### config.mk
export PLATFORM = sky130hd
export DESIGN_NAME = dpd_core
export DESIGN_NICKNAME = d
export VERILOG_FILES = /design/src/hw/dpd_pkg.sv /design/src/hw/spi_rx_if.sv /design/src/hw/spi_sync.sv /design/src/hw/spi_byte_rx.sv /design/src/hw/dpd_core.sv
export SDC_FILE = /design/constraint.sdc
export NUM_CORES = 1
export LEC_CHECK = 0
export ABC_AREA = 1
export BUFFER_PORTS_ARGS = -buffer_cell sky130_fd_sc_hd__buf_4
export CAP_MARGIN = 5
export CORE_UTILIZATION = 30
export DETAILED_ROUTE_END_ITERATION = 8
export GPL_ROUTABILITY_DRIVEN = 0
export SETUP_SLACK_MARGIN = 0.4
export SYNTH_ARGS = -nofsm -noshare
export SYNTH_HDL_FRONTEND = slang
export SYNTH_SLANG_ARGS = --single-unit
### constraint.sdc
create_clock -name clk_sys -period 2 [get_ports clk_sys]
set_clock_uncertainty 0.2 [all_clocks]
set_input_delay 0.1 -clock clk_sys [delete_from_list [all_inputs] [get_ports clk_sys]]
set_output_delay 0.1 -clock clk_sys [all_outputs]
set_load 0.05 [all_outputs]
### src/hw/dpd_pkg.sv
package dpd_pkg;
   // ---------------------------------------------------------------
   // register map
   // ---------------------------------------------------------------
   localparam logic [7:0]  PARAM_WORD_OFFSET = 8'h34; // parameter word
   localparam logic [7:0]  STATUS_OFFSET     = 8'h00; // status mirror
   localparam logic [7:0]  CONTROL_OFFSET    = 8'h04; // busy control
   localparam logic [31:0] PARAM_WORD_RESET  = 32'h5CD5BDF7;
   // ---------------------------------------------------------------
   // parameter word fields
   // ---------------------------------------------------------------
   localparam int          DPD_SUPPORT_POS   = 31;
   localparam logic [0:0]  DPD_SUPPORTED     = 1'h0; // zero = supported
   localparam int          ENTER_OP_LSB      = 23;
   localparam int          EXIT_OP_LSB       = 15;
   localparam int          UNIT_LSB          = 13;
   localparam int          COUNT_LSB         = 8;
   localparam int          RSVD_HI_LSB       = 4;
   localparam int          POLL_LSB          = 2;
   localparam logic [1:0]  WAKE_UNIT_1US     = 2'h1;
   localparam logic [4:0]  WAKE_COUNT        = 5'h1D;
   localparam logic [3:0]  RSVD_HI_VALUE     = 4'hF;
   localparam logic [1:0]  POLL_LEGACY       = 2'h1;
   localparam logic [1:0]  RSVD_LO_VALUE     = 2'h3;
   // ---------------------------------------------------------------
   // opcodes
   // ---------------------------------------------------------------
   localparam logic [7:0]  OP_ENTER_DPD      = 8'hB9;
   localparam logic [7:0]  OP_EXIT_DPD       = 8'hAB;
   localparam logic [7:0]  OP_READ_STATUS    = 8'h05;
   // ---------------------------------------------------------------
   // timing
   // ---------------------------------------------------------------
   localparam int          CLK_PERIOD_NS     = 40;
   localparam int          WAKE_UNIT_NS      = 1000;
   localparam int          WAKE_TIME_NS      =
      (int'(WAKE_COUNT) + 1) * WAKE_UNIT_NS;           // 30 us
   localparam int          WAKE_CYCLES       =
      (WAKE_TIME_NS + CLK_PERIOD_NS - 1) / CLK_PERIOD_NS;
   // ---------------------------------------------------------------
   // states
   // ---------------------------------------------------------------
   typedef enum logic [2:0] {
      ST_ACTIVE = 3'h1,
      ST_DPD    = 3'h2,
      ST_WAKE   = 3'h4
   } pwr_state_type;
endpackage

### src/hw/spi_rx_if.sv
`timescale 1ns/1ns
interface spi_rx_if;
   logic       sck_rise;   // sampled clock rising edge
   logic       sck_fall;   // sampled clock falling edge
   logic       cs_active;  // chip select asserted, synced
   logic       mosi;       // synced data in
   logic       byte_valid; // one-cycle pulse, byte complete
   logic [7:0] byte_data;  // received byte
   logic       first_byte; // byte is the opcode of a frame
   modport front (output sck_rise, sck_fall, cs_active, mosi);
   modport shift (input sck_rise, sck_fall, cs_active, mosi,
                  output byte_valid, byte_data, first_byte);
   modport core  (input sck_rise, sck_fall, cs_active,
                  byte_valid, byte_data, first_byte);
endinterface

### src/hw/spi_sync.sv
`timescale 1ns/1ns
module spi_sync
   import dpd_pkg::*;
(
   input  wire logic clk_sys,
   input  wire logic nrst,
   input  wire logic sck,
   input  wire logic ncs,
   input  wire logic mosi,
   spi_rx_if.front   rx
);
   // ---------------------------------------------------------------
   // two-stage synchronisers, third stage for edge finding
   // ---------------------------------------------------------------
   logic [2:0] sck_q;  // [0] meta, [1] stable, [2] previous
   logic [1:0] ncs_q;  // [0] meta, [1] stable
   logic [1:0] mosi_q; // [0] meta, [1] stable

   // edges only ever look at stages two and three
   always_ff @(posedge clk_sys) begin
      if (!nrst) begin
         sck_q  <= 3'h0;
         ncs_q  <= 2'h3;
         mosi_q <= 2'h0;
      end else begin
         sck_q  <= {sck_q[1:0], sck};
         ncs_q  <= {ncs_q[0], ncs};
         mosi_q <= {mosi_q[0], mosi};
      end
   end

   assign rx.sck_rise  = sck_q[1] & ~sck_q[2];
   assign rx.sck_fall  = ~sck_q[1] & sck_q[2];
   assign rx.cs_active = ~ncs_q[1];
   assign rx.mosi      = mosi_q[1];
endmodule

### src/hw/spi_byte_rx.sv
`timescale 1ns/1ns
module spi_byte_rx
   import dpd_pkg::*;
(
   input  wire logic clk_sys,
   input  wire logic nrst,
   spi_rx_if.shift   rx
);
   // ---------------------------------------------------------------
   // mode 0/3 shifter: sample on rising sck, msb first
   // ---------------------------------------------------------------
   logic [6:0] shift;     // partial byte
   logic [2:0] bit_cnt;   // bits held
   logic       got_first; // opcode already delivered this frame
   logic       last_bit;  // eighth bit arrives now

   assign last_bit = rx.cs_active & rx.sck_rise & (bit_cnt == 3'h7);

   // frame restart clears the count so bytes stay aligned
   always_ff @(posedge clk_sys) begin
      if (!nrst || !rx.cs_active) begin
         shift     <= 7'h00;
         bit_cnt   <= 3'h0;
         got_first <= 1'b0;
      end else if (rx.sck_rise) begin
         shift     <= {shift[5:0], rx.mosi};
         bit_cnt   <= bit_cnt + 3'h1;
         if (last_bit) got_first <= 1'b1;
      end
   end

   // byte output register
   always_ff @(posedge clk_sys) begin
      if (!nrst) begin
         rx.byte_valid <= 1'b0;
         rx.byte_data  <= 8'h00;
         rx.first_byte <= 1'b0;
      end else begin
         rx.byte_valid <= last_bit;
         if (last_bit) begin
            rx.byte_data  <= {shift, rx.mosi};
            rx.first_byte <= ~got_first;
         end
      end
   end
endmodule

### src/hw/dpd_core.sv
`timescale 1ns/1ns
module dpd_core
   import dpd_pkg::*;
#(
   parameter int WAKE_CNT = WAKE_CYCLES  // wake-up delay in clocks
)(
   input  wire logic        clk_sys,
   input  wire logic        nrst,
   input  wire logic        sck,
   input  wire logic        ncs,
   input  wire logic        mosi,
   output logic             miso,
   output logic             miso_oe_n,
   input  wire logic [7:0]  reg_addr,
   input  wire logic [31:0] reg_wdata,
   input  wire logic        reg_wr,
   input  wire logic        reg_rd,
   output logic [31:0]      reg_rdata,
   output logic             deep_power_down
);
   // ---------------------------------------------------------------
   // elaboration checks
   // ---------------------------------------------------------------
   // the countdown is sixteen bits wide, and a delay shorter than
   // eight clocks would be hidden by the sync lag of the link
   if (WAKE_CNT < 8 || WAKE_CNT > 65535) begin : g_bad_wake
      $error("WAKE_CNT out of range");
   end

   // ---------------------------------------------------------------
   // link front end
   // ---------------------------------------------------------------
   spi_rx_if rx ();

   spi_sync u_sync (
      .clk_sys (clk_sys),
      .nrst    (nrst),
      .sck     (sck),
      .ncs     (ncs),
      .mosi    (mosi),
      .rx      (rx)
   );

   spi_byte_rx u_rx (
      .clk_sys (clk_sys),
      .nrst    (nrst),
      .rx      (rx)
   );

   // ---------------------------------------------------------------
   // parameter word, fixed content
   // ---------------------------------------------------------------
   logic [31:0] param_word; // assembled from fields

   assign param_word = {
      DPD_SUPPORTED,
      OP_ENTER_DPD,
      OP_EXIT_DPD,
      WAKE_UNIT_1US,
      WAKE_COUNT,
      RSVD_HI_VALUE,
      POLL_LEGACY,
      RSVD_LO_VALUE
   };

   // ---------------------------------------------------------------
   // software busy control
   // ---------------------------------------------------------------
   logic        busy_flag_bit; // internal operation running
   logic [15:0] wake_cnt;      // wake-up countdown
   logic        wr_control;    // control register write

   // only bit 0 of the control word is kept; the rest reads zero
   assign wr_control = reg_wr & (reg_addr == CONTROL_OFFSET);

   // software models an internal operation by writing bit 0
   always_ff @(posedge clk_sys) begin
      if (!nrst) busy_flag_bit <= 1'b0;
      else if (wr_control) busy_flag_bit <= reg_wdata[0];
   end

   // ---------------------------------------------------------------
   // command decode
   // ---------------------------------------------------------------
   pwr_state_type state;        // power state
   pwr_state_type next_state;   // next power state
   logic          op_strobe;    // opcode byte arrived
   logic          is_enter;     // opcode is entry
   logic          is_exit;      // opcode is exit
   logic          is_status;    // opcode is status read
   logic          wake_done;    // delay elapsed

   // only the first byte of a frame is an opcode, so a data byte
   // that happens to equal an opcode never moves the power state
   assign op_strobe = rx.byte_valid & rx.first_byte;
   assign is_enter  = op_strobe & (rx.byte_data == OP_ENTER_DPD);
   assign is_exit   = op_strobe & (rx.byte_data == OP_EXIT_DPD);
   assign is_status = op_strobe & (rx.byte_data == OP_READ_STATUS);
   // ends one count early so the wake state lasts WAKE_CNT clocks
   assign wake_done = (wake_cnt == 16'h0001);

   // only the exit opcode is seen while powered down, and
   // nothing at all until the wake delay ends
   always_comb begin
      next_state = state;
      case (state)
         ST_ACTIVE: begin
            if (is_enter) next_state = ST_DPD;
         end
         ST_DPD: begin
            if (is_exit) next_state = ST_WAKE;
         end
         ST_WAKE: begin
            if (wake_done) next_state = ST_ACTIVE;
         end
         default: next_state = ST_ACTIVE;
      endcase
   end

   // state register
   always_ff @(posedge clk_sys) begin
      if (!nrst) state <= ST_ACTIVE;
      else state <= next_state;
   end

   // wake countdown, loaded on exit opcode
   always_ff @(posedge clk_sys) begin
      if (!nrst) wake_cnt <= 16'h0000;
      else if (state == ST_DPD && is_exit)
         wake_cnt <= 16'(WAKE_CNT);
      else if (wake_cnt != 16'h0000)
         wake_cnt <= wake_cnt - 16'h0001;
   end

   // ---------------------------------------------------------------
   // status read: shift status byte out on falling sck
   // ---------------------------------------------------------------
   logic       status_mode; // frame is a status read
   logic [7:0] out_shift;   // outgoing bits, msb first
   logic [7:0] status_byte; // live status value

   // busy also covers the wake window; only the register status word shows it, as the link answers status in the active state only
   assign status_byte = {7'h00,
                         busy_flag_bit | (state == ST_WAKE)};

   // status only answered in the active state
   always_ff @(posedge clk_sys) begin
      if (!nrst || !rx.cs_active) status_mode <= 1'b0;
      else if (is_status && state == ST_ACTIVE)
         status_mode <= 1'b1;
   end

   // reload every byte so repeated reads track the flag
   always_ff @(posedge clk_sys) begin
      if (!nrst) out_shift <= 8'h00;
      else if (rx.byte_valid) out_shift <= status_byte;
      else if (rx.sck_fall && status_mode)
         out_shift <= {out_shift[6:0], 1'b0};
   end

   // output pin drive; enable low while driving
   // the line moves on the falling link edge, so the host's next
   // rising edge finds it settled even after the sync lag
   always_ff @(posedge clk_sys) begin
      if (!nrst) begin
         miso      <= 1'b0;
         miso_oe_n <= 1'b1;
      end else begin
         miso_oe_n <= ~(status_mode & rx.cs_active);
         if (rx.sck_fall && status_mode) miso <= out_shift[7];
      end
   end

   // ---------------------------------------------------------------
   // register read port
   // ---------------------------------------------------------------
   logic [31:0] rd_mux; // selected read value

   // unmapped offsets read zero; the status word packs busy, then
   // power-down, then waking, from bit 0 up

   assign rd_mux =
      (reg_addr == PARAM_WORD_OFFSET) ? param_word :
      (reg_addr == STATUS_OFFSET)     ?
         {29'h0, state == ST_WAKE, state == ST_DPD, status_byte[0]} :
      (reg_addr == CONTROL_OFFSET)    ? {31'h0, busy_flag_bit} :
      32'h00000000;

   // read data valid one cycle after the strobe only
   always_ff @(posedge clk_sys) begin
      if (!nrst) reg_rdata <= 32'h00000000;
      else if (reg_rd) reg_rdata <= rd_mux;
      else reg_rdata <= 32'h00000000;
   end

   // power-down flag output
   always_ff @(posedge clk_sys) begin
      if (!nrst) deep_power_down <= 1'b0;
      else deep_power_down <= (next_state == ST_DPD);
   end

   // ---------------------------------------------------------------
   // checker helper: length of the last wake window
   // ---------------------------------------------------------------
   logic [15:0] wake_seen; // clocks spent in the wake state so far

   // a repetition cannot span the whole delay, so the wake window
   // is counted here and checked once, on the way out
   always_ff @(posedge clk_sys) begin
      if (!nrst) wake_seen <= 16'h0000;
      else if (state == ST_WAKE) wake_seen <= wake_seen + 16'h0001;
      else wake_seen <= 16'h0000;
   end

   // ---------------------------------------------------------------
   // assertions
   // ---------------------------------------------------------------
   // parameter word as software reads it
   a_param_const: assert property (@(posedge clk_sys)
      disable iff (!nrst)
      reg_rd && reg_addr == PARAM_WORD_OFFSET |=> reg_rdata == 32'h5CD5BDF7)
      else $error("parameter word wrong");
   a_unit_field: assert property (@(posedge clk_sys)
      disable iff (!nrst)
      reg_rd && reg_addr == PARAM_WORD_OFFSET |=>
         reg_rdata[14:13] == 2'h1 && reg_rdata[12:8] == 5'h1D)
      else $error("wake unit or count wrong");
   a_poll_field: assert property (@(posedge clk_sys)
      disable iff (!nrst)
      reg_rd && reg_addr == PARAM_WORD_OFFSET |=> reg_rdata[3:2] == 2'h1)
      else $error("polling field wrong");
   a_rsvd_ones: assert property (@(posedge clk_sys)
      disable iff (!nrst)
      reg_rd && reg_addr == PARAM_WORD_OFFSET |=>
         reg_rdata[7:4] == 4'hF && reg_rdata[1:0] == 2'h3)
      else $error("reserved bits not ones");

   // power state sequencing
   a_enter_dpd: assert property (@(posedge clk_sys)
      disable iff (!nrst)
      state == ST_ACTIVE && is_enter |=> state == ST_DPD)
      else $error("entry opcode not taken");
   a_exit_dpd: assert property (@(posedge clk_sys)
      disable iff (!nrst)
      state == ST_DPD && is_exit |=> state == ST_WAKE)
      else $error("exit opcode not taken");
   a_dpd_ignore: assert property (@(posedge clk_sys)
      disable iff (!nrst)
      state == ST_DPD && !is_exit |=> state == ST_DPD)
      else $error("left power-down without exit");
   a_wake_hold: assert property (@(posedge clk_sys)
      disable iff (!nrst)
      $rose(state == ST_WAKE) |-> (state == ST_WAKE)[*8])
      else $error("wake delay too short");
   a_wake_len: assert property (@(posedge clk_sys)
      disable iff (!nrst)
      $fell(state == ST_WAKE) |-> wake_seen == 16'(WAKE_CNT))
      else $error("wake delay length wrong");

   // busy reporting and the status line
   a_busy_bit: assert property (@(posedge clk_sys)
      disable iff (!nrst)
      reg_rd && reg_addr == STATUS_OFFSET && state == ST_WAKE |=>
         reg_rdata[0])
      else $error("busy clear during wake");
   a_ctrl_busy: assert property (@(posedge clk_sys)
      disable iff (!nrst)
      wr_control |=> busy_flag_bit == $past(reg_wdata[0]))
      else $error("busy flag not written");
   a_dpd_silent: assert property (@(posedge clk_sys)
      disable iff (!nrst)
      state != ST_ACTIVE |-> miso_oe_n)
      else $error("status answered outside active state");
   a_status_answer: assert property (@(posedge clk_sys)
      disable iff (!nrst)
      is_status && state == ST_ACTIVE && rx.cs_active |=> status_mode)
      else $error("status opcode not answered");

   // read port idles at zero between reads
   a_rd_zero: assert property (@(posedge clk_sys)
      disable iff (!nrst)
      !reg_rd |=> reg_rdata == 32'h00000000)
      else $error("read data outside slot");

   // ---------------------------------------------------------------
   // coverage of the main scenarios
   // ---------------------------------------------------------------
   c_enter: cover property (@(posedge clk_sys) state == ST_DPD);
   c_wake:  cover property (@(posedge clk_sys)
      state == ST_WAKE ##1 state == ST_ACTIVE);
   c_status: cover property (@(posedge clk_sys) status_mode);
   c_status_busy: cover property (@(posedge clk_sys)
      status_mode && status_byte[0]);
   c_wake_ignored: cover property (@(posedge clk_sys)
      state == ST_WAKE && is_enter);
endmodule

==> out/metrics.csv, run 1 <==
stage,metric,value,unit
synthesis,ys_seq_elements,64,
route,routed_wirelength,6.235,mm
synthesis,synth_area,2979,µm²
route,postRouteAntennaNets,0,
setup_path,reg2reg_from,wake_cnt[13]$_SDFFE_PP0P_,
route,avgRoutedWirePerCell,10.32,µm
synthesis,post_synth_mux_area_share,0,%
min_path,min_path_cells,2,
placed_design,hpwl,4.144,mm
clocking,cts_hold_buf,19,
final_layout,antenna_cells,0,
synthesis,synth_xor_area_share,0.8820,%
setup_path,path_common_cell,nand2_1,
setup_path,worst-path-stages,8,
clocking,clk_latency,0.35,ns
min_path,hold_class,in2reg,
die,initial_core_util,30.76,%
placed_design,pre_cts_slack,0.3918,ns
job,drv_cap,0,
global_route,grt_overflow,0,
pwr,power.leakage,1.780,nW
die,core-area,9684,µm²
sta,worst_slack,0.4440,ns
global_route,antenna_found_initial,0,
synthesis,avgSynthCellArea,7.231,µm²
synthesis,yosys_warnings,0,
setup_path,cp.required,2.04,ns
die,die_h,101.7,µm
pwr,powerDensity,1239,nW/µm²
clocking,path_clk_slew,0.07,ns
outcome,violations,negative hold slack,
min_path,worstHoldEndpoint,state[0]$_SDFF_PN1_,
setup_path,critPathMaxFanout,8,
final_layout,drive_above_1_share,22.08,%
global_route,first_global_vias,2358,
setup_path,r2r_end,wake_cnt[1]$_SDFFE_PN0P_,
clocking,htreeDepth,3,
synthesis,synth.top_cells.by_area,"dfxtp_1 (43%), nand2_1 (10%), nor2_1 (8.2%), buf_4 (7.1%), inv_1 (4.7%)",
die,std_cell_rows,36,
synthesis,synth_seq_area_share,43.01,%
die,dieArea,10330,µm²
clocking,cts-root-buf,clkbuf_8,
sta,post-route-min-period,1.556,ns
setup_path,cp_top_family,simple AND/OR/NAND/NOR gates,
setup_path,critPathLaunchType,flop,
sta,slew_viol_final,0,
setup_path,r2r_cells,8,
sta,finalSetupViolCount,0,
sta,holdWs,-0.09378,ns
final_layout,nets,518,
final_layout,layout_commonest_cell,nand2_1,
sta,fmax,642.7,MHz
synthesis,synth_cell_types,34,
final_layout,syn_to_final_growth,28.22,%
sta,hold_viol,18,
route,drc,0,
clocking,cts_tree,built,
sta,finalCritPeriodShare,77.80,%
clocking,numCtsBuffers,9,
global_route,grt_pass1_wl,10.31,mm
setup_path,cpMaxStageDelayCell,dfxtp_1,
global_route,grt_max_degree,23,
setup_path,worst-path-buf-inv,1,
die,boundaryPins,82,
clocking,clockBufferDepth,2,
setup_path,regToRegSetupSlack,0.44,ns
synthesis,synth_top_family_by_area,simple AND/OR/NAND/NOR gates,
synthesis,synth_area_leader_cell,dfxtp_1,
route,num_vias,2641,
route,drtIter0Drc,75,
synthesis,synth_fa_ha_area_share,2.100,%
setup_path,path_class,reg2reg,
synthesis,synth-simple-area-share,30.45,%
setup_path,cp_cell_sequence,nor2_1 > nand3_2 > nor2_4 > nand2_4 > nand2_1 > nand3_1 > nand2_1 > inv_1,
synthesis,syn_inst,412,
setup_path,crit_arrival,1.60,ns
setup_path,cp_slowest_stage_delay,0.34,ns
placed_design,io_buffers,40,
setup_path,end_kind,flop,
die,die_w,101.7,µm
route,drtPass1Iterations,4,
sta,finalSetupTns,0,ns
global_route,track_usage,12.84,%
sta,rsz0062_at_grt,true,
pwr,peakVddDrop,0.0005717,V
min_path,hp-start,nrst,
outcome,status,finished with violations,
clocking,numClockSinks,64,
synthesis,synth_compound_area_share,9.450,%
final_layout,final_cell_mix,"nand2_1 (82), nor2_1 (62), dfxtp_1 (62), buf_4 (49), inv_1 (36)",
route,via_per_inst,4.373,
synthesis,yosys.area.top_type_share,43.01,%
[how the worst max path moves through the flow]
stage / start / endpoint / slack, ns
after floorplan: reg_rdata[28]$_SDFF_PN0_ / reg_rdata[10] / 0.49
after global placement: u_rx.bit_cnt[0]$_SDFFE_PP0P_ / u_rx.rx.byte_data[5]$_SDFFE_PN0P_ / 0.42
after detailed placement: wake_cnt[0]$_SDFFE_PP0P_ / wake_cnt[10]$_SDFFE_PP0P_ / 0.39
after CTS: wake_cnt[0]$_SDFFE_PP0P_ / wake_cnt[1]$_SDFFE_PN0P_ / 0.41
after global routing: wake_cnt[4]$_SDFFE_PP0P_ / wake_cnt[1]$_SDFFE_PN0P_ / 0.34
final: wake_cnt[13]$_SDFFE_PP0P_ / wake_cnt[1]$_SDFFE_PN0P_ / 0.44
[layer usage]
| metal | vias to the layer above | wire length, µm | track usage, % |
|---|---|---|---|
| met5 | - | 0 | 0 |
| met4 | 0 | 176 | 6.689 |
| met3 | 18 | 280 | 4.003 |
| met2 | 78 | 2948 | 21.00 |
| met1 | 1168 | 2829 | 15.07 |
| li1 | 1377 | - | - |
[state kept, by name (all words and copies together), names as in the netlist, 2 cells and up]
| register | count |
|---|---|
| wake_cnt | 16 |
| reg_rdata | 4 |
| u_rx.bit_cnt | 3 |
| u_rx.rx.byte_data | 8 |
| u_sync.ncs_q | 2 |
| u_sync.sck_q | 3 |
| out_shift | 8 |
| u_sync.mosi_q | 2 |
| u_rx.shift | 7 |
| state | 3 |
[power breakdown]
group	switching [mW]	internal (mW)	leakage (nW)
Combinational	1.08	0.707	1.13
Sequential	0.150	1.42	0.520
Clock	0.531	0.843	0.125
Total	1.77	2.96	1.78
[metrics by stage]
stage	hold slack (ns)	total power [mW]	utilization [%]	cells	cell area [µm²]
floorplan	-0.002369	2.829	-	421	3013
global placement	0.08675	3.025	33.57	561	3251
detailed placement	0.08791	3.077	33.57	561	3251
CTS	-0.1066	4.539	38.27	597	3706
global route	-0.07744	5.119	39.44	604	3820
finish	-0.09378	4.731	39.44	604	3820
[cells by family (layout without fill, tap and decap cells)]
logic type | Yosys count | after routing
adder cells (fa/ha/maj) | 5 | 5
AND/OR/NAND/NOR | 205 | 206
XOR/XNOR | 3 | 3
flip-flops | 64 | 64
AO/OA/AOI/OAI | 54 | 54
other | 1 | 10
buffers and inverters | 80 | 129
[cells in the mapped netlist, drive strengths merged]
library cell and count:
a21oi 24, buf 32, clkbuf 4, clkinv 1, conb 1, dfxtp 64, ha 5, inv 43
nand2 87, nand3 26, nand3b 3, nand4 5, nor2 73, nor3 3, nor3b 2, nor4 2
o2111ai 1, o21a 1, o21ai 26, o21bai 2, or2 4, xnor2 1, xor2 2
[what timing repair did]
action	4_1_cts	5_1_grt
gates resized for setup	4	17
gates cloned	1	0
pin swaps	1	5
endpoints found under the hold margin	24	14
setup buffers	0	7
setup endpoints to repair	25	26
[area by class of cell]
class | count | area (µm²)
Clock buffer | 9 | 123.9
Sequential cell | 64 | 1284
Fill cell | 985 | 5864
Tap cell | 133 | 166.4
Inverter | 44 | 168.9
Multi-Input combinational cell | 278 | 1383
Timing Repair Buffer | 69 | 569.3
Clock inverter | 7 | 125.1
No activity file was read; power rests on OpenSTA's default activity.
==> run 2: changes to the inputs <==
==> constraint.sdc (replaced) <==
create_clock -name clk_sys -period 1.4 [get_ports clk_sys]
set_clock_uncertainty 0.2 [all_clocks]
set_input_delay 0.07 -clock clk_sys [delete_from_list [all_inputs] [get_ports clk_sys]]
set_output_delay 0.07 -clock clk_sys [all_outputs]
set_load 0.05 [all_outputs]
==> run 2 against run 1 <==
Compared with the run above:
- register-to-register slack got worse by 0.54 ns
- clock power grew 45%
- final cell count is 6.8% higher
- critical path depth is the same
- total power rose by 74%
- the flow finishes with violations (negative hold slack, negative setup slack)
- die area unchanged
- largest power group unchanged
- worst hold slack got worse by 0.093 ns
- via count is 11% higher
- setup slack worse by 0.54 ns
- fmax is 4.0% higher
- combinational power increased by 120%
- largest cell class unchanged
- global-route usage increased by 1.9 points
==> out/metrics.csv, run 2 (synthesized netlist as in run 1, its figures left out) <==
stage,metric,value,unit,change
route,drc,0,,unchanged
setup_path,path_class,reg2reg,,
clocking,cts-root-buf,clkbuf_8,,
sta,post-route-min-period,1.496,ns,-0.06020 ns
global_route,grt_max_degree,21,,-8.7%
sta,rsz0062_at_grt,true,,
clocking,numCtsBuffers,9,,unchanged
route,avgRoutedWirePerCell,11.93,µm,+16%
setup_path,crit_arrival,1.54,ns,-0.06 ns
clocking,cts_tree,built,,
pwr,total_power,8.246,mW,+74%
route,num_vias,2922,,+11%
clocking,clk_latency,0.36,ns,about the same
die,std_cell_rows,36,,unchanged
route,postRouteAntennaNets,0,,unchanged
clocking,path_clk_slew,0.08,ns,about the same
die,die_w,101.7,µm,unchanged
placed_design,placed_cell_area,3660,µm²,+13%
die,dieArea,10330,µm²,unchanged
die,boundaryPins,82,,unchanged
route,drtPass1Iterations,4,,unchanged
placed_design,hpwl,4.358,mm,+5.2%
final_layout,antenna_cells,0,,unchanged
global_route,first_global_vias,2615,,+11%
sta,worst_slack,-0.09580,ns,-0.5398 ns
outcome,violations,"negative hold slack, negative setup slack",,
final_layout,syn_to_final_growth,72.20,%,
pwr,peakVddDrop,0.0007291,V,+28%
placed_design,pre_cts_slack,-0.06691,ns,-0.4587 ns
sta,finalSetupTns,-0.7885,ns,-0.7885 ns
clocking,numClockSinks,64,,unchanged
route,drtIter0Drc,93,,+24%
final_layout,nets,559,,+7.9%
sta,hold_viol,17,,-1
setup_path,critPathLaunchType,flop,,
min_path,hold_class,in2reg,,
sta,fmax,668.5,MHz,+4.0%
setup_path,cp.required,1.45,ns,-0.59 ns
setup_path,end_kind,flop,,
outcome,status,finished with violations,,
sta,holdWs,-0.1866,ns,-0.09285 ns
final_layout,regMostFlops,wake_cnt,,
die,initial_core_util,30.76,%,unchanged
route,routed_wirelength,7.698,mm,+23%
job,drv_cap,0,,unchanged
sta,slew_viol_final,0,,unchanged
sta,finalCritPeriodShare,106.8,%,+29 points
global_route,track_usage,14.78,%,+1.9 points
pwr,powerDensity,1607,nW/µm²,+30%
final_layout,top_regs,"wake_cnt: 16 flops, out_shift: 8 flops, u_rx.rx.byte_data: 8 flops",,
final_layout,final_cell_mix,"nand2_1 (64), buf_4 (48), nor2_1 (36), dfxtp_1 (33), inv_1 (29)",,
setup_path,critPathMaxFanout,8,,unchanged
sta,finalSetupViolCount,26,,+26
global_route,antenna_found_initial,0,,unchanged
final_layout,finalInstanceArea,5130,µm²,+34%
clocking,clockBufferDepth,2,,unchanged
global_route,grt_overflow,0,,unchanged
final_layout,drive_above_1_share,53.32,%,+31 points
global_route,grt_pass1_wl,11.87,mm,+15%
final_layout,layout_commonest_cell,nand2_1,,
die,die_h,101.7,µm,unchanged
route,via_per_inst,4.530,,+3.6%
placed_design,io_buffers,40,,unchanged
pwr,power.leakage,2.237,nW,+26%
clocking,htreeDepth,3,,unchanged
die,core-area,9684,µm²,unchanged
clocking,cts_hold_buf,5,,-14
final_layout,largest_reg_flops,16,,unchanged
## run 2: cell type report
| type | count | area (µm²) |
|---|---|---|
| fillers | 822 | 4554 |
| multi-input cells | 280 | 1886 |
| flip-flops and latches | 64 | 1340 |
| repair buffers | 106 | 1274 |
| inverters | 44 | 195.2 |
| well taps | 133 | 166.4 |
| clock inverters | 7 | 125.1 |
| clock buffers | 9 | 123.9 |
| repair inverters | 2 | 20.02 |
## run 2: metal layers
layer	GRT usage, %	share of wire (%)	routed length, µm
met3	4.141	4.0	311
met2	25.52	53	4046
met1	17.14	42	3219
met4	6.132	1.6	121
met5	0	0	0
## run 2: power breakdown
part / internal [mW] / switching (mW)
clock network: 1.20 / 0.791
registers: 2.06 / 0.236
logic: 1.74 / 2.21
## run 2: final timing paths
| kind | startpoint | to | slack, ns | cells past startpoint |
|---|---|---|---|---|
| max | wake_cnt[4]$_SDFFE_PP0P_ | wake_cnt[1]$_SDFFE_PN0P_ | -0.1 | 8 |
| min | reg_addr[2] | reg_rdata[1]$_SDFF_PN0_ | -0.19 | 4 |
| max reg2reg | wake_cnt[4]$_SDFFE_PP0P_ | wake_cnt[1]$_SDFFE_PN0P_ | -0.1 | 8 |
| min reg2reg | u_sync.sck_q[0]$_SDFF_PN0_ | u_sync.sck_q[1]$_SDFF_PN0_ | 0.22 | 2 |
## run 2: repair_timing
| item | 4_1_cts | 5_1_grt |
|---|---|---|
| setup buffers | 16 | 6 |
| gates resized for setup | 154 | 86 |
| pin swaps | 48 | 40 |
| setup endpoints to repair | 79 | 80 |
| endpoints found under the hold margin | 26 | 13 |
| cloned | 7 | 1 |
## run 2: worst max-delay path: stages (launching register included)
cell and delay [ns]:
dfxtp_4 0.37, nor2_4 0.14, nand2_4 0.08, nor2_4 0.24, nand2_8 0.12, nand2_2 0.08
nand3_2 0.06, nand2_1 0.05, inv_1 0.03
## run 2: metrics by stage
step	hold WS, ns	cells	utilization, %
2_1_floorplan	-0.03237	421	-
3_3_place_gp	0.05240	594	37.79
3_5_place_dp	0.05764	594	37.79
4_1_cts	-0.2077	638	49.01
5_1_grt	-0.1700	645	52.97
6_report	-0.1866	645	52.97
